`config.mk`:
```
export PLATFORM = sky130hd
export DESIGN_NAME = adc_reference_trigger_sequencer
export DESIGN_NICKNAME = d
export VERILOG_FILES = /design/src/adc_seq_pkg.sv /design/src/adc_reference_trigger_sequencer.sv
export VERILOG_INCLUDE_DIRS = /design/src
export SDC_FILE = /design/constraint.sdc
export NUM_CORES = 1
export LEC_CHECK = 0
export BUFFER_PORTS_ARGS = -buffer_cell sky130_fd_sc_hd__buf_2
export CAP_MARGIN = 20
export CELL_PAD_IN_SITES_DETAIL_PLACEMENT = 1
export CELL_PAD_IN_SITES_GLOBAL_PLACEMENT = 1
export CORE_MARGIN = 2
export CORE_UTILIZATION = 45
export DETAILED_ROUTE_END_ITERATION = 16
export PLACE_DENSITY = 0.8
export SETUP_SLACK_MARGIN = 0.02
export SYNTH_ARGS = -nofsm -noshare
export SYNTH_HDL_FRONTEND = slang
export SYNTH_SLANG_ARGS = --single-unit
```
`constraint.sdc`:
```
create_clock -name clk -period 7.5 [get_ports clk]
set_clock_uncertainty 0.15 [all_clocks]
set_input_delay 0.75 -clock clk [delete_from_list [all_inputs] [get_ports clk]]
set_output_delay 0.75 -clock clk [all_outputs]
set_load 0.02 [all_outputs]
```
`src/adc_seq_defs.svh`:
```
// Offsets, field positions, reset values and timing counts of the sequencer.
`ifndef ADC_SEQ_DEFS_SVH
`define ADC_SEQ_DEFS_SVH

`define ADDR_CONV_SET 8'h61
`define ADDR_TIMING 8'h62
`define ADDR_TRIG_DELAY 8'h67
`define ADDR_SUM_HI 8'h94
`define ADDR_SUM_LO 8'h95
`define ADDR_MAX_HI 8'h96
`define ADDR_MAX_LO 8'h97
`define ADDR_MIN_HI 8'h98
`define ADDR_MIN_LO 8'h99

`define CS_EN 7
`define CS_REPEAT 6
`define TM_RESET 7
`define TM_AUTO 5
`define TM_REFEN 4
`define TR_SEL4 7
`define TR_SEL2 6
`define TR_HOLD 5

`define RST_CONV_SET 8'h00
`define RST_TIMING 8'h00
`define RST_TRIG_DELAY 8'h00
`define TIMING_WMASK 8'hBF
`define TRIG_WMASK 8'hE7

`define CLK_HZ 20000000
`define REF_SETTLE_MS 8
`define REF_SETTLE_CYC (`REF_SETTLE_MS * `CLK_HZ / 1000)
`define WAIT_BASE_US 62
`define WAIT_BASE_CYC (`WAIT_BASE_US * `CLK_HZ / 1000000)
`define TDLY1_US 50
`define TDLY2_US 100
`define TDLY3_US 150
`define TDLY4_US 200
`define TDLY5_US 250
`define TDLY6_US 350
`define TDLY7_US 450
`define US_CYC(us) ((us) * (`CLK_HZ / 1000000))

`define MIN_INIT 10'h3FF
`endif

```
`src/adc_seq_pkg.sv`:
```
// Types shared by the reference and trigger sequencer.
package adc_seq_pkg;
  typedef enum logic [2:0] {
    ST_IDLE    = 3'b000,
    ST_ARMED   = 3'b001,
    ST_TDELAY  = 3'b010,
    ST_REFUP   = 3'b011,
    ST_CONVERT = 3'b100,
    ST_GAP     = 3'b101,
    ST_SUSPEND = 3'b110
  } seq_state_t;
  typedef logic [24:0] tmr_t;
  typedef logic [9:0] sample_t;
endpackage

```
`src/adc_reference_trigger_sequencer.sv`:
```
// Reference, trigger and sample sequencer of the converter timing engine.
//
// Overview of operation
// - Decode reference bits: off, manual, auto, invalid.
// - Auto mode with long wait raises reference 8 ms before a launch's first conversion.
// - Auto with short wait keeps reference on.
// - Auto long wait: reference on 8 ms early after launch and for the last 8 ms of each gap.
// - Writing engine reset returns engine to idle.
// - Engine reset bit self-clears as the first conversion is entered from a delay or settle, or from idle only while first_ff is still set from an earlier launch.
// - Interval code doubles from 0.062 ms upward.
// - Select bits choose pin four, pin two.
// - Both pins ORed before edge detection.
// - Holdoff makes trigger a level gate.
// - Without holdoff, cycle runs to completion.
// - Holdoff pauses; resume after trigger delay.
// - Delay code sets trigger-to-conversion wait.
// - Armed engine waits for trigger without timeout.
// - Sum 16 bits, min and max 10 bits.
// - Result count is input over full scale.
// - Writing enable launches or arms the cycle.
// - Each pin individually inverting or non-inverting.
`timescale 1ns/1ps
`include "adc_seq_defs.svh"

module adc_reference_trigger_sequencer #(
  parameter int unsigned REF_SETTLE_CYCLES = `REF_SETTLE_CYC,
  parameter int unsigned WAIT_BASE_CYCLES = `WAIT_BASE_CYC
) (
  input wire logic clk,
  input wire logic reset_n,
  input wire logic clk_en,
  input wire logic reg_wr,
  input wire logic reg_rd,
  input wire logic [7:0] reg_addr,
  input wire logic [7:0] reg_wdata,
  output logic [7:0] reg_rdata,
  input wire logic gp_pin_two,
  input wire logic gp_pin_four,
  input wire logic pin_two_invert,
  input wire logic pin_four_invert,
  output logic conv_req,
  input wire logic conv_done,
  input wire adc_seq_pkg::sample_t conv_data,
  output logic [3:0] channel_select,
  output logic ref_enable,
  output logic converter_enable,
  output logic conversion_busy_flag,
  output logic cycle_done,
  output logic ref_mode_invalid
);
  import adc_seq_pkg::*;

  function automatic tmr_t wait_len(input logic [3:0] code);
    if (code == 4'h0) begin
      wait_len = '0;
    end else begin
      wait_len = tmr_t'(WAIT_BASE_CYCLES) << (code - 4'h1);
    end
  endfunction

  function automatic tmr_t delay_len(input logic [2:0] code);
    case (code)
      3'h1: delay_len = tmr_t'(`US_CYC(`TDLY1_US));
      3'h2: delay_len = tmr_t'(`US_CYC(`TDLY2_US));
      3'h3: delay_len = tmr_t'(`US_CYC(`TDLY3_US));
      3'h4: delay_len = tmr_t'(`US_CYC(`TDLY4_US));
      3'h5: delay_len = tmr_t'(`US_CYC(`TDLY5_US));
      3'h6: delay_len = tmr_t'(`US_CYC(`TDLY6_US));
      3'h7: delay_len = tmr_t'(`US_CYC(`TDLY7_US));
      default: delay_len = '0;
    endcase
  endfunction

  //////////////////////////////////////////////////////////////////////////
  // Pin synchronisers and trigger qualification.

  logic p2_meta_ff, p2_ff, p4_meta_ff, p4_ff, act_prev_ff;
  logic nxt_p2_meta, nxt_p2, nxt_p4_meta, nxt_p4, nxt_act_prev;
  logic trig_active, trig_edge;

  always_comb begin
    nxt_p2_meta = gp_pin_two;
    nxt_p2 = p2_meta_ff;
    nxt_p4_meta = gp_pin_four;
    nxt_p4 = p4_meta_ff;
    nxt_act_prev = trig_active;
  end

  always_ff @(posedge clk or negedge reset_n) begin
    if (!reset_n) begin
      p2_meta_ff <= 1'b0;
      p2_ff <= 1'b0;
      p4_meta_ff <= 1'b0;
      p4_ff <= 1'b0;
      act_prev_ff <= 1'b0;
    end else if (clk_en) begin
      p2_meta_ff <= nxt_p2_meta;
      p2_ff <= nxt_p2;
      p4_meta_ff <= nxt_p4_meta;
      p4_ff <= nxt_p4;
      act_prev_ff <= nxt_act_prev;
    end
  end

  //////////////////////////////////////////////////////////////////////////
  // Registers and the sequencing engine.

  logic [7:0] set_ff, timing_ff, trig_ff, rdata_ff;
  logic [7:0] nxt_set, nxt_timing, nxt_trig, nxt_rdata;
  seq_state_t state_ff, nxt_state;
  tmr_t tmr_ff, nxt_tmr;
  logic [6:0] cnt_ff, nxt_cnt;
  logic [15:0] acc_ff, nxt_acc, sum_ff, nxt_sum;
  sample_t amax_ff, nxt_amax, amin_ff, nxt_amin;
  sample_t max_ff, nxt_max, min_ff, nxt_min;
  logic first_ff, nxt_first, ref_ff, nxt_ref, done_ff, nxt_done;
  logic auto_ref, man_ref, mode_ok, ext_sel, hold_pause, go_ref;
  logic launch, eng_reset, last;
  logic [6:0] total;
  logic [15:0] acc_new;
  sample_t max_new, min_new;

  // Polarity and select are applied after the second stage, and the OR
  // comes before the edge detector so either pin can start the cycle.
  assign trig_active = (trig_ff[`TR_SEL2] & (p2_ff ^ pin_two_invert)) |
                       (trig_ff[`TR_SEL4] & (p4_ff ^ pin_four_invert));
  assign trig_edge = trig_active & ~act_prev_ff;

  assign auto_ref = timing_ff[`TM_AUTO];
  assign man_ref = timing_ff[`TM_REFEN];
  assign mode_ok = auto_ref ^ man_ref;
  assign ext_sel = trig_ff[`TR_SEL4] | trig_ff[`TR_SEL2];
  // Suspension only applies to pin triggering and only when every selected pin is idle.
  assign hold_pause = trig_ff[`TR_HOLD] & ext_sel & ~trig_active;
  assign go_ref = auto_ref &
    (wait_len(timing_ff[3:0]) >= tmr_t'(REF_SETTLE_CYCLES));
  assign launch = reg_wr && reg_addr == `ADDR_CONV_SET &&
                  reg_wdata[`CS_EN];
  assign eng_reset = reg_wr && reg_addr == `ADDR_TIMING &&
                     reg_wdata[`TM_RESET];

  always_comb begin
    case (set_ff[5:4])
      2'b01: total = 7'd16;
      2'b10: total = 7'd32;
      2'b11: total = 7'd64;
      default: total = 7'd1;
    endcase
  end

  // The sample value is the converter count, already scaled to 1023.
  assign acc_new = acc_ff + 16'(conv_data);
  assign max_new = (conv_data > amax_ff) ? conv_data : amax_ff;
  assign min_new = (conv_data < amin_ff) ? conv_data : amin_ff;
  assign last = (cnt_ff + 7'd1) == total;

  always_comb begin
    nxt_set = set_ff;
    nxt_timing = timing_ff;
    nxt_trig = trig_ff;
    nxt_rdata = rdata_ff;
    nxt_state = state_ff;
    nxt_tmr = tmr_ff;
    nxt_cnt = cnt_ff;
    nxt_acc = acc_ff;
    nxt_amax = amax_ff;
    nxt_amin = amin_ff;
    nxt_sum = sum_ff;
    nxt_max = max_ff;
    nxt_min = min_ff;
    nxt_first = first_ff;
    nxt_done = 1'b0;

    case (state_ff)
      ST_IDLE: begin
        if (launch && mode_ok) begin
          nxt_acc = '0;
          nxt_amax = '0;
          nxt_amin = `MIN_INIT;
          nxt_cnt = '0;
          nxt_first = 1'b1;
          if (ext_sel) begin
            nxt_state = ST_ARMED;
          end else if (go_ref) begin
            nxt_state = ST_REFUP;
            nxt_tmr = tmr_t'(REF_SETTLE_CYCLES - 1);
          end else begin
            nxt_state = ST_CONVERT;
          end
        end
      end
      ST_ARMED: begin
        // No timeout: the engine waits here for as long as it takes.
        if (trig_edge) begin
          nxt_state = ST_TDELAY;
          nxt_tmr = delay_len(trig_ff[2:0]);
        end
      end
      ST_TDELAY, ST_REFUP, ST_GAP: begin
        if (hold_pause) begin
          nxt_state = ST_SUSPEND;
        end else if (tmr_ff != '0) begin
          nxt_tmr = tmr_ff - tmr_t'(1);
        end else if (state_ff == ST_TDELAY && go_ref && first_ff) begin
          nxt_state = ST_REFUP;
          nxt_tmr = tmr_t'(REF_SETTLE_CYCLES - 1);
        end else begin
          nxt_state = ST_CONVERT;
        end
      end
      ST_SUSPEND: begin
        if (!hold_pause) begin
          nxt_state = ST_TDELAY;
          nxt_tmr = delay_len(trig_ff[2:0]);
        end
      end
      ST_CONVERT: begin
        if (conv_done) begin
          nxt_acc = acc_new;
          nxt_amax = max_new;
          nxt_amin = min_new;
          nxt_cnt = cnt_ff + 7'd1;
          if (last) begin
            nxt_sum = acc_new;
            nxt_max = max_new;
            nxt_min = min_new;
            nxt_done = 1'b1;
            nxt_acc = '0;
            nxt_amax = '0;
            nxt_amin = `MIN_INIT;
            nxt_cnt = '0;
            if (set_ff[`CS_REPEAT] && set_ff[`CS_EN]) begin
              nxt_state = ext_sel ? ST_ARMED : ST_CONVERT;
            end else begin
              nxt_state = ST_IDLE;
            end
          end else if (wait_len(timing_ff[3:0]) != '0) begin
            nxt_state = ST_GAP;
            nxt_tmr = wait_len(timing_ff[3:0]) - tmr_t'(1);
          end
        end
      end
      default: nxt_state = ST_IDLE;
    endcase

    if (nxt_state == ST_CONVERT && state_ff != ST_CONVERT && first_ff) begin
      nxt_first = 1'b0;
      nxt_timing[`TM_RESET] = 1'b0;
    end

    if (eng_reset) begin
      nxt_state = ST_IDLE;
    end

    // Host writes come last so a write of 1 beats the self-clear.
    if (reg_wr) begin
      case (reg_addr)
        `ADDR_CONV_SET: nxt_set = reg_wdata;
        `ADDR_TIMING: nxt_timing = reg_wdata & `TIMING_WMASK;
        `ADDR_TRIG_DELAY: nxt_trig = reg_wdata & `TRIG_WMASK;
        default: nxt_set = set_ff;
      endcase
    end

    if (reg_rd) begin
      case (reg_addr)
        `ADDR_CONV_SET: nxt_rdata = set_ff;
        `ADDR_TIMING: nxt_rdata = timing_ff;
        `ADDR_TRIG_DELAY: nxt_rdata = trig_ff;
        `ADDR_SUM_HI: nxt_rdata = sum_ff[15:8];
        `ADDR_SUM_LO: nxt_rdata = sum_ff[7:0];
        `ADDR_MAX_HI: nxt_rdata = {6'h00, max_ff[9:8]};
        `ADDR_MAX_LO: nxt_rdata = max_ff[7:0];
        `ADDR_MIN_HI: nxt_rdata = {6'h00, min_ff[9:8]};
        `ADDR_MIN_LO: nxt_rdata = min_ff[7:0];
        default: nxt_rdata = 8'h00;
      endcase
    end

    // In auto mode with a long interval the reference is dropped between
    // samples to save power and raised again one settle time early.
    if (!mode_ok) begin
      nxt_ref = 1'b0;
    end else if (man_ref) begin
      nxt_ref = 1'b1;
    end else if (!go_ref) begin
      nxt_ref = 1'b1;
    end else begin
      case (nxt_state)
        ST_TDELAY, ST_REFUP, ST_CONVERT, ST_SUSPEND: nxt_ref = 1'b1;
        ST_GAP: nxt_ref = nxt_tmr < tmr_t'(REF_SETTLE_CYCLES);
        default: nxt_ref = 1'b0;
      endcase
    end
  end

  always_ff @(posedge clk or negedge reset_n) begin
    if (!reset_n) begin
      set_ff <= `RST_CONV_SET;
      timing_ff <= `RST_TIMING;
      trig_ff <= `RST_TRIG_DELAY;
      rdata_ff <= 8'h00;
      state_ff <= ST_IDLE;
      tmr_ff <= '0;
      cnt_ff <= '0;
      acc_ff <= '0;
      amax_ff <= '0;
      amin_ff <= `MIN_INIT;
      sum_ff <= '0;
      max_ff <= '0;
      min_ff <= '0;
      first_ff <= 1'b0;
      ref_ff <= 1'b0;
      done_ff <= 1'b0;
    end else if (clk_en) begin
      set_ff <= nxt_set;
      timing_ff <= nxt_timing;
      trig_ff <= nxt_trig;
      rdata_ff <= nxt_rdata;
      state_ff <= nxt_state;
      tmr_ff <= nxt_tmr;
      cnt_ff <= nxt_cnt;
      acc_ff <= nxt_acc;
      amax_ff <= nxt_amax;
      amin_ff <= nxt_amin;
      sum_ff <= nxt_sum;
      max_ff <= nxt_max;
      min_ff <= nxt_min;
      first_ff <= nxt_first;
      ref_ff <= nxt_ref;
      done_ff <= nxt_done;
    end
  end

  assign reg_rdata = rdata_ff;
  assign conv_req = (state_ff == ST_CONVERT);
  assign channel_select = set_ff[3:0];
  assign ref_enable = ref_ff;
  assign converter_enable = mode_ok;
  assign conversion_busy_flag = (state_ff != ST_IDLE);
  assign cycle_done = done_ff;
  assign ref_mode_invalid = auto_ref & man_ref;

endmodule // adc_reference_trigger_sequencer

```
## Word-level counts from Yosys, hierarchy flattened

Index checks and enable logic that the tools add are counted.

- Equal/unequal tests: 35
- Reduce and logical (&&, ||, !) cells: 27
- Order comparisons: 4
- Mux-type cells: 69
- Bitwise gates (word level): 14
- Shifts and indexed selects: 1
- Add/subtract/negate cells: 5

Operators by type and width:

| operator | number |
|---|---|
| 25-bit two-way mux | 19 |
| 25-bit case mux with 5 select lines | 1 |
| 14-bit case mux with 7 select lines | 1 |
| 10-bit two-way mux | 8 |
| 8-bit case mux with 9 select lines | 1 |
| 25-bit nonzero test | 2 |
| 25-bit by 1-bit subtractor with 25-bit output (second input constant) | 2 |
| 8-bit equality test (second input constant) | 6 |
| 16-bit two-way mux | 3 |
| 3-bit two-way mux | 14 |
| 10-bit case mux with 2 select lines | 2 |
| 3-bit equality test (second input constant) | 11 |
| 16-bit case mux with 2 select lines | 1 |
| 25-bit by 18-bit greater-or-equal comparator with 1-bit output (second input constant) | 1 |
| 25-bit by 18-bit less-than comparator with 1-bit output (second input constant) | 1 |
| 11-bit by 4-bit << shifter with 25-bit output (first input constant) | 1 |
| 8-bit by 7-bit equality test with 1-bit output (second input constant) | 3 |
| 7-bit two-way mux | 3 |
| 7-bit case mux with 3 select lines | 1 |
| 3-bit by 2-bit equality test with 1-bit output (second input constant) | 6 |
| 16-bit by 10-bit adder with 16-bit output | 1 |
| 8-bit two-way mux | 2 |
| 3-bit case mux with 5 select lines | 1 |
| 7-bit case mux with 2 select lines | 1 |
| other kinds (27) | 63 |

- Input bits: 36
- Register bits after elaboration: 144
- Logic and storage cells: 177

## Depth between registers and ports, before layout

- Depth in word-level cells: 21
- Gate-level depth with buffers: 19
- Mapped depth without buffers: 16

## Least setup slack after synthesis

Ideal clock, no wire load.

- Path kind: flip-flop to flip-flop
- From: register timing_ff[0]
- To: register ref_ff, in the netlist ref_enable
- Period minus slack after synthesis: 4261 ps
- Path slack: 3239 ps
- Stages on the path, launching flop included: 18
- Arrival time: 4046 ps
- Setup time: 65 ps
- Path through: dfrtp_1 clkbuf_1 buf_2 inv_1 ha_1 buf_2 xor2_2 buf_2 nand2_1 o32ai_1 o221ai_1 or4_1 nor3_2 mux2_2 a211o_1 a211oi_2 a311o_1 o221a_2

- Longest elaborated chain between the ends: 18

Ends and longest elaborated chain:

| element | line | source |
|---|---|---|
| from (decl) | adc_reference_trigger_sequencer.sv:108 | `logic [7:0] set_ff, timing_ff, trig_ff, rdata_ff;` |
| from (signal assigned) | adc_reference_trigger_sequencer.sv:300 | `` timing_ff <= `RST_TIMING; `` |
| from (signal assigned) | adc_reference_trigger_sequencer.sv:317 | `timing_ff <= nxt_timing;` |
| 4-bit by 1-bit subtractor with 4-bit output | adc_reference_trigger_sequencer.sv:57 | `wait_len = tmr_t'(WAIT_BASE_CYCLES) << (code - 4'h1);` |
| 11-bit by 4-bit << shifter with 25-bit output | adc_reference_trigger_sequencer.sv:57 |  |
| 25-bit two-way mux * | adc_reference_trigger_sequencer.sv:54 | `if (code == 4'h0) begin` |
| parallel branches: the longest is 12 deep, another holds 25-bit by 1-bit subtractor with 25-bit output | - |  |
| 1-bit two-way mux * | adc_reference_trigger_sequencer.sv:286 | `end else if (!go_ref) begin` |
| 1-bit two-way mux * | adc_reference_trigger_sequencer.sv:284 | `end else if (man_ref) begin` |
| 1-bit two-way mux * | adc_reference_trigger_sequencer.sv:282 | `if (!mode_ok) begin` |
| to (signal assigned) | adc_reference_trigger_sequencer.sv:330 | `ref_ff <= nxt_ref;` |
| to (decl) | adc_reference_trigger_sequencer.sv:116 | `logic first_ff, nxt_first, ref_ff, nxt_ref, done_ff, nxt_done;` |

Every way passes the cells marked *. The select of a mux whose other input is x is not followed.
A chain may end at the register's enable or synchronous reset.

## Worst setup path in the final report

- From: register timing_ff[1]
- To: register ref_ff, in the netlist ref_enable

Same word-level chain as after synthesis.

==> flow_results.xml <==
<?xml version="1.0" encoding="UTF-8"?>
<metrics>
  <group name="placed_design">
    <metric name="placement.io_buffers" unit="">53</metric>
    <metric name="place_worst_setup_slack" unit="ns">2.32</metric>
    <metric name="gp_routability_congestion" unit="">0.979</metric>
    <metric name="detailedPlacementHpwl" unit="mm">25.8</metric>
    <metric name="postPlaceCellArea" unit="sq mm">0.0107</metric>
  </group>
  <group name="yosys">
    <metric name="synth_area_leader_cell" unit="">sky130_fd_sc_hd__dfrtp_1</metric>
    <metric name="synth_ff_type" unit="">sky130_fd_sc_hd__dfrtp_1</metric>
    <metric name="synth.most_common_cell" unit="">sky130_fd_sc_hd__dfrtp_1</metric>
    <metric name="postSynthCellCount" unit="">1220</metric>
    <metric name="synth.top_cells.by_count" unit="">134 x sky130_fd_sc_hd__dfrtp_1, 126 x sky130_fd_sc_hd__nand2_1, 111 x sky130_fd_sc_hd__o21ai_0, 101 x sky130_fd_sc_hd__nor2_1, 70 x sky130_fd_sc_hd__a21oi_1</metric>
    <metric name="synth.yosys.seq_area_share" unit="">0.350</metric>
    <metric name="ys_top_cells_by_area" unit="">sky130_fd_sc_hd__dfrtp_1 32%, sky130_fd_sc_hd__o21ai_0 5.4%, sky130_fd_sc_hd__ha_1 4.7%</metric>
    <metric name="netlist-cell-type-count" unit="">82</metric>
    <metric name="synthDominantCellAreaShare" unit="">0.325</metric>
    <metric name="synth_area_per_cell" unit="sq um">8.47</metric>
    <metric name="yosys_register_bits" unit="">144</metric>
    <metric name="synth_enable_flop_cells" unit="">0</metric>
    <metric name="synth_async_sr_flop_share" unit="">1.00</metric>
    <metric name="post_synth_instance_area" unit="sq mm">0.0103</metric>
    <metric name="synth.net_count" unit="">1296</metric>
    <metric name="yosysWarnings" unit="">0</metric>
  </group>
  <group name="clocking">
    <metric name="worst_setup_hold_path_clk_slew" unit="ns">0.07</metric>
    <metric name="ctsRootBufferMaster" unit="">sky130_fd_sc_hd__clkbuf_16</metric>
    <metric name="tritoncts.num_buffers" unit="">17</metric>
    <metric name="cts_num_sinks" unit="">144</metric>
    <metric name="cts_tree" unit="">done</metric>
    <metric name="cts_max_path_buffers" unit="">2</metric>
    <metric name="cts_max_level" unit="">4</metric>
    <metric name="ctsHoldBuffers" unit="">0</metric>
    <metric name="clk-insertion-delay-late" unit="ns">0.44</metric>
    <metric name="cts_setup_buffers" unit="">0</metric>
    <metric name="cts_repair_resize_count" unit="">0</metric>
  </group>
  <group name="run">
    <metric name="max-cap-violations" unit="">0</metric>
  </group>
  <group name="global_routing">
    <metric name="first_global_vias" unit="">10200</metric>
    <metric name="first_pass_grt_wire_length" unit="mm">57.1</metric>
    <metric name="grtUsageTotal" unit="">0.304</metric>
    <metric name="number_of_antenna_violations_at_the_first_check_in_global_routing" unit="">1</metric>
    <metric name="grt-ovfl-total" unit="">0</metric>
    <metric name="largest_net_degree_at_the_start_of_global_routing" unit="">83</metric>
  </group>
  <group name="critical_path">
    <metric name="crit_family" unit="">compound AO/OA/AOI/OAI gates</metric>
    <metric name="critical_path.n_buffers_inverters" unit="">1</metric>
    <metric name="cp_slowest_cell" unit="">sky130_fd_sc_hd__ha_1</metric>
    <metric name="r2r-start" unit="">timing_ff[1]</metric>
    <metric name="r2r_slack" unit="ns">2.19</metric>
    <metric name="critical_path.cell_chain" unit="">inv_1 &gt; ha_1 &gt; or2_2 &gt; o22ai_1 &gt; nand2_1 &gt; ha_1 &gt; o21ai_0 &gt; a221oi_2 &gt; a21oi_1 &gt; a221o_1 &gt; a211o_1 &gt; a221oi_2 &gt; a31oi_1 &gt; nor4b_1 &gt; o31a_1 &gt; o221a_2</metric>
    <metric name="timing.critical_path.from_type" unit="">register</metric>
    <metric name="worst-endpoint-required" unit="ns">7.73</metric>
    <metric name="critical_path_arrival" unit="ns">5.54</metric>
    <metric name="critical_path_class" unit="">reg -&gt; reg</metric>
    <metric name="r2r-end" unit="">ref_enable</metric>
    <metric name="timing.critical_path.slowest_cell_delay" unit="ns">0.69</metric>
    <metric name="timing.critical_path.to_type" unit="">register</metric>
    <metric name="worst_r2r_path_depth" unit="">16</metric>
    <metric name="worstPathMaxFanout" unit="">26</metric>
  </group>
  <group name="drt">
    <metric name="drt-wirelength-per-cell" unit="um">23.6</metric>
    <metric name="vias_per_cell" unit="">6.48</metric>
    <metric name="drt-pass1-iter-count" unit="">5</metric>
    <metric name="drt_first_iter_violations" unit="">847</metric>
    <metric name="number_of_routed_nets_with_antenna_violations" unit="">0</metric>
    <metric name="vias_after_detailed_routing" unit="">9917</metric>
    <metric name="drt-total-wl" unit="mm">36.2</metric>
    <metric name="drc" unit="">0</metric>
  </group>
  <group name="power_and_ir_drop">
    <metric name="cell_internal_pwr" unit="uW">1810</metric>
    <metric name="swShare" unit="">0.381</metric>
    <metric name="comb_power_share" unit="">0.303</metric>
    <metric name="power_switching" unit="uW">1110</metric>
    <metric name="power.leakage" unit="uW">0.00504</metric>
    <metric name="p_per_area" unit="mW/mm^2">257</metric>
    <metric name="seq_power_share" unit="">0.380</metric>
    <metric name="power.clock.fraction" unit="">0.318</metric>
    <metric name="max-vdd-ir-drop" unit="V">0.000154</metric>
  </group>
  <group name="floorplanning">
    <metric name="fp.coreArea" unit="sq mm">0.0226</metric>
    <metric name="die-height" unit="um">155</metric>
    <metric name="top_level_ports" unit="">54</metric>
    <metric name="chipWidth" unit="um">155</metric>
    <metric name="fp-row-count" unit="">55</metric>
    <metric name="floorplan.initialDensity" unit="">0.458</metric>
    <metric name="die-area" unit="sq mm">0.0242</metric>
  </group>
  <group name="layout">
    <metric name="final_layout_size_suffix_gt1_frac" unit="">0.137</metric>
    <metric name="area.growth.synth_to_final" unit="%">9.98</metric>
    <metric name="layout.core_utilization" unit="">0.503</metric>
    <metric name="antennaDiodeCount" unit="">0</metric>
    <metric name="design_area" unit="sq mm">0.0114</metric>
    <metric name="design.final.nets" unit="">1308</metric>
  </group>
  <group name="timing">
    <metric name="timing_hold_violations_final" unit="">0</metric>
    <metric name="grt_setup_unrepaired" unit="">no</metric>
    <metric name="layout_min_cycle_time" unit="ns">5.31</metric>
    <metric name="drv_slew" unit="">0</metric>
    <metric name="layout_worst_path_cycle_share" unit="">0.708</metric>
    <metric name="worst_slew_margin_rel" unit="">0.248</metric>
    <metric name="setup-tns-final" unit="ns">0</metric>
    <metric name="final.setup.worst_slack" unit="ns">2.19</metric>
    <metric name="worst_pin_slew" unit="ns">1.12</metric>
    <metric name="timing.fmax" unit="MHz">188</metric>
    <metric name="finalSetupViolations" unit="">0</metric>
  </group>
  <group name="min_path">
    <metric name="min_path_type" unit="">in -&gt; async</metric>
  </group>
  <group name="run_status">
    <metric name="status" unit="">finished, final reports clean</metric>
  </group>
</metrics>
-- worst max path at each step --
| stage | startpoint | to | slack (ns) | depth (start not counted) |
|---|---|---|---|---|
| 5_1_grt | timing_ff[1] | ref_enable | 1.75 | 16 |
| 4_1_cts | timing_ff[1] | ref_enable | 2.28 | 16 |
| 3_3_place_gp | timing_ff[1] | ref_enable | 2.52 | 16 |
| 2_1_floorplan | timing_ff[0] | ref_enable | 3.24 | 17 |
| 6_report | timing_ff[1] | ref_enable | 2.19 | 16 |
| 3_5_place_dp | timing_ff[0] | ref_enable | 2.32 | 16 |
-- flip-flops by register name (all words and copies together), names as in the netlist, 10 cells and up --
signal / count
acc_ff: 16
amax_ff: 10
amin_ff: 10
max_ff: 10
min_ff: 10
sum_ff: 16
tmr_ff: 25
-- worst register-to-register path, stage by stage, from the launching register on --
cell,delay (ns)
sky130_fd_sc_hd__dfrtp_1,0.65
sky130_fd_sc_hd__inv_1,0.26
sky130_fd_sc_hd__ha_1,0.69
sky130_fd_sc_hd__or2_2,0.28
sky130_fd_sc_hd__o22ai_1,0.13
sky130_fd_sc_hd__nand2_1,0.18
sky130_fd_sc_hd__ha_1,0.17
sky130_fd_sc_hd__o21ai_0,0.15
sky130_fd_sc_hd__a221oi_2,0.47
sky130_fd_sc_hd__a21oi_1,0.14
sky130_fd_sc_hd__a221o_1,0.37
sky130_fd_sc_hd__a211o_1,0.36
sky130_fd_sc_hd__a221oi_2,0.35
sky130_fd_sc_hd__a31oi_1,0.14
sky130_fd_sc_hd__nor4b_1,0.36
sky130_fd_sc_hd__o31a_1,0.22
sky130_fd_sc_hd__o221a_2,0.18
-- layout make-up --
| cell class | instances | area, sq um |
|---|---|---|
| sequential | 144 | 3620 |
| inverter | 50 | 188 |
| clock inverter | 13 | 175 |
| timing repair buffer | 66 | 367 |
| fill | 2684 | 11200 |
| clock buffer | 19 | 433 |
| multi-input combinational | 953 | 6220 |
| tap | 285 | 357 |
-- through the flow --
stage	instances	hold slack, ns	power (uW)
after floorplan	1220	0.299	1670
after global placement	1496	0.307	1930
after detailed placement	1496	0.315	1970
after CTS	1528	0.254	2910
after global routing	1530	0.255	3070
final	1530	0.223	2920
-- layer usage --
layer  global-route usage  wire length [um]  up-vias
met5                    0                13        -
met4                0.153              1760        2
met3               0.0485              1850       97
met2                0.522             18100      329
met1                0.370             14400     4974
li1                     -                 -     4515
-- layout by cell type (no fill, tap or decap), drive strengths merged, types with 31 or more instances in the layout --
| cell type | count |
|---|---|
| dfrtp | 134 |
| buf | 66 |
| inv | 55 |
| ha | 39 |
| mux2 | 34 |
| nand2 | 126 |
| nand3 | 34 |
| a21oi | 71 |
| o21ai | 114 |
| nor3 | 31 |
| nor2 | 102 |
-- power by group through the flow --
stage / clock network [uW] / registers [uW] / logic (uW)
after floorplan: 0 / 1040 / 637
after global placement: 0 / 1100 / 831
after detailed placement: 0 / 1120 / 859
after CTS: 934 / 1100 / 874
after global routing: 965 / 1130 / 976
final: 927 / 1110 / 883
-- logic make-up (layout without fill, tap and decap cells) --
| family | count (synthesis) | count (layout) | share of synthesized area |
|---|---|---|---|
| xor+xnor | 45 | 45 | 0.0389 |
| fa+ha+maj | 41 | 41 | 0.0502 |
| mux | 63 | 63 | 0.0652 |
| flops | 144 | 144 | 0.350 |
| compound gates | 396 | 396 | 0.258 |
| buf+inv | 123 | 148 | 0.0473 |
| simple gates | 408 | 408 | 0.191 |
(Power assumes the default switching activity.)
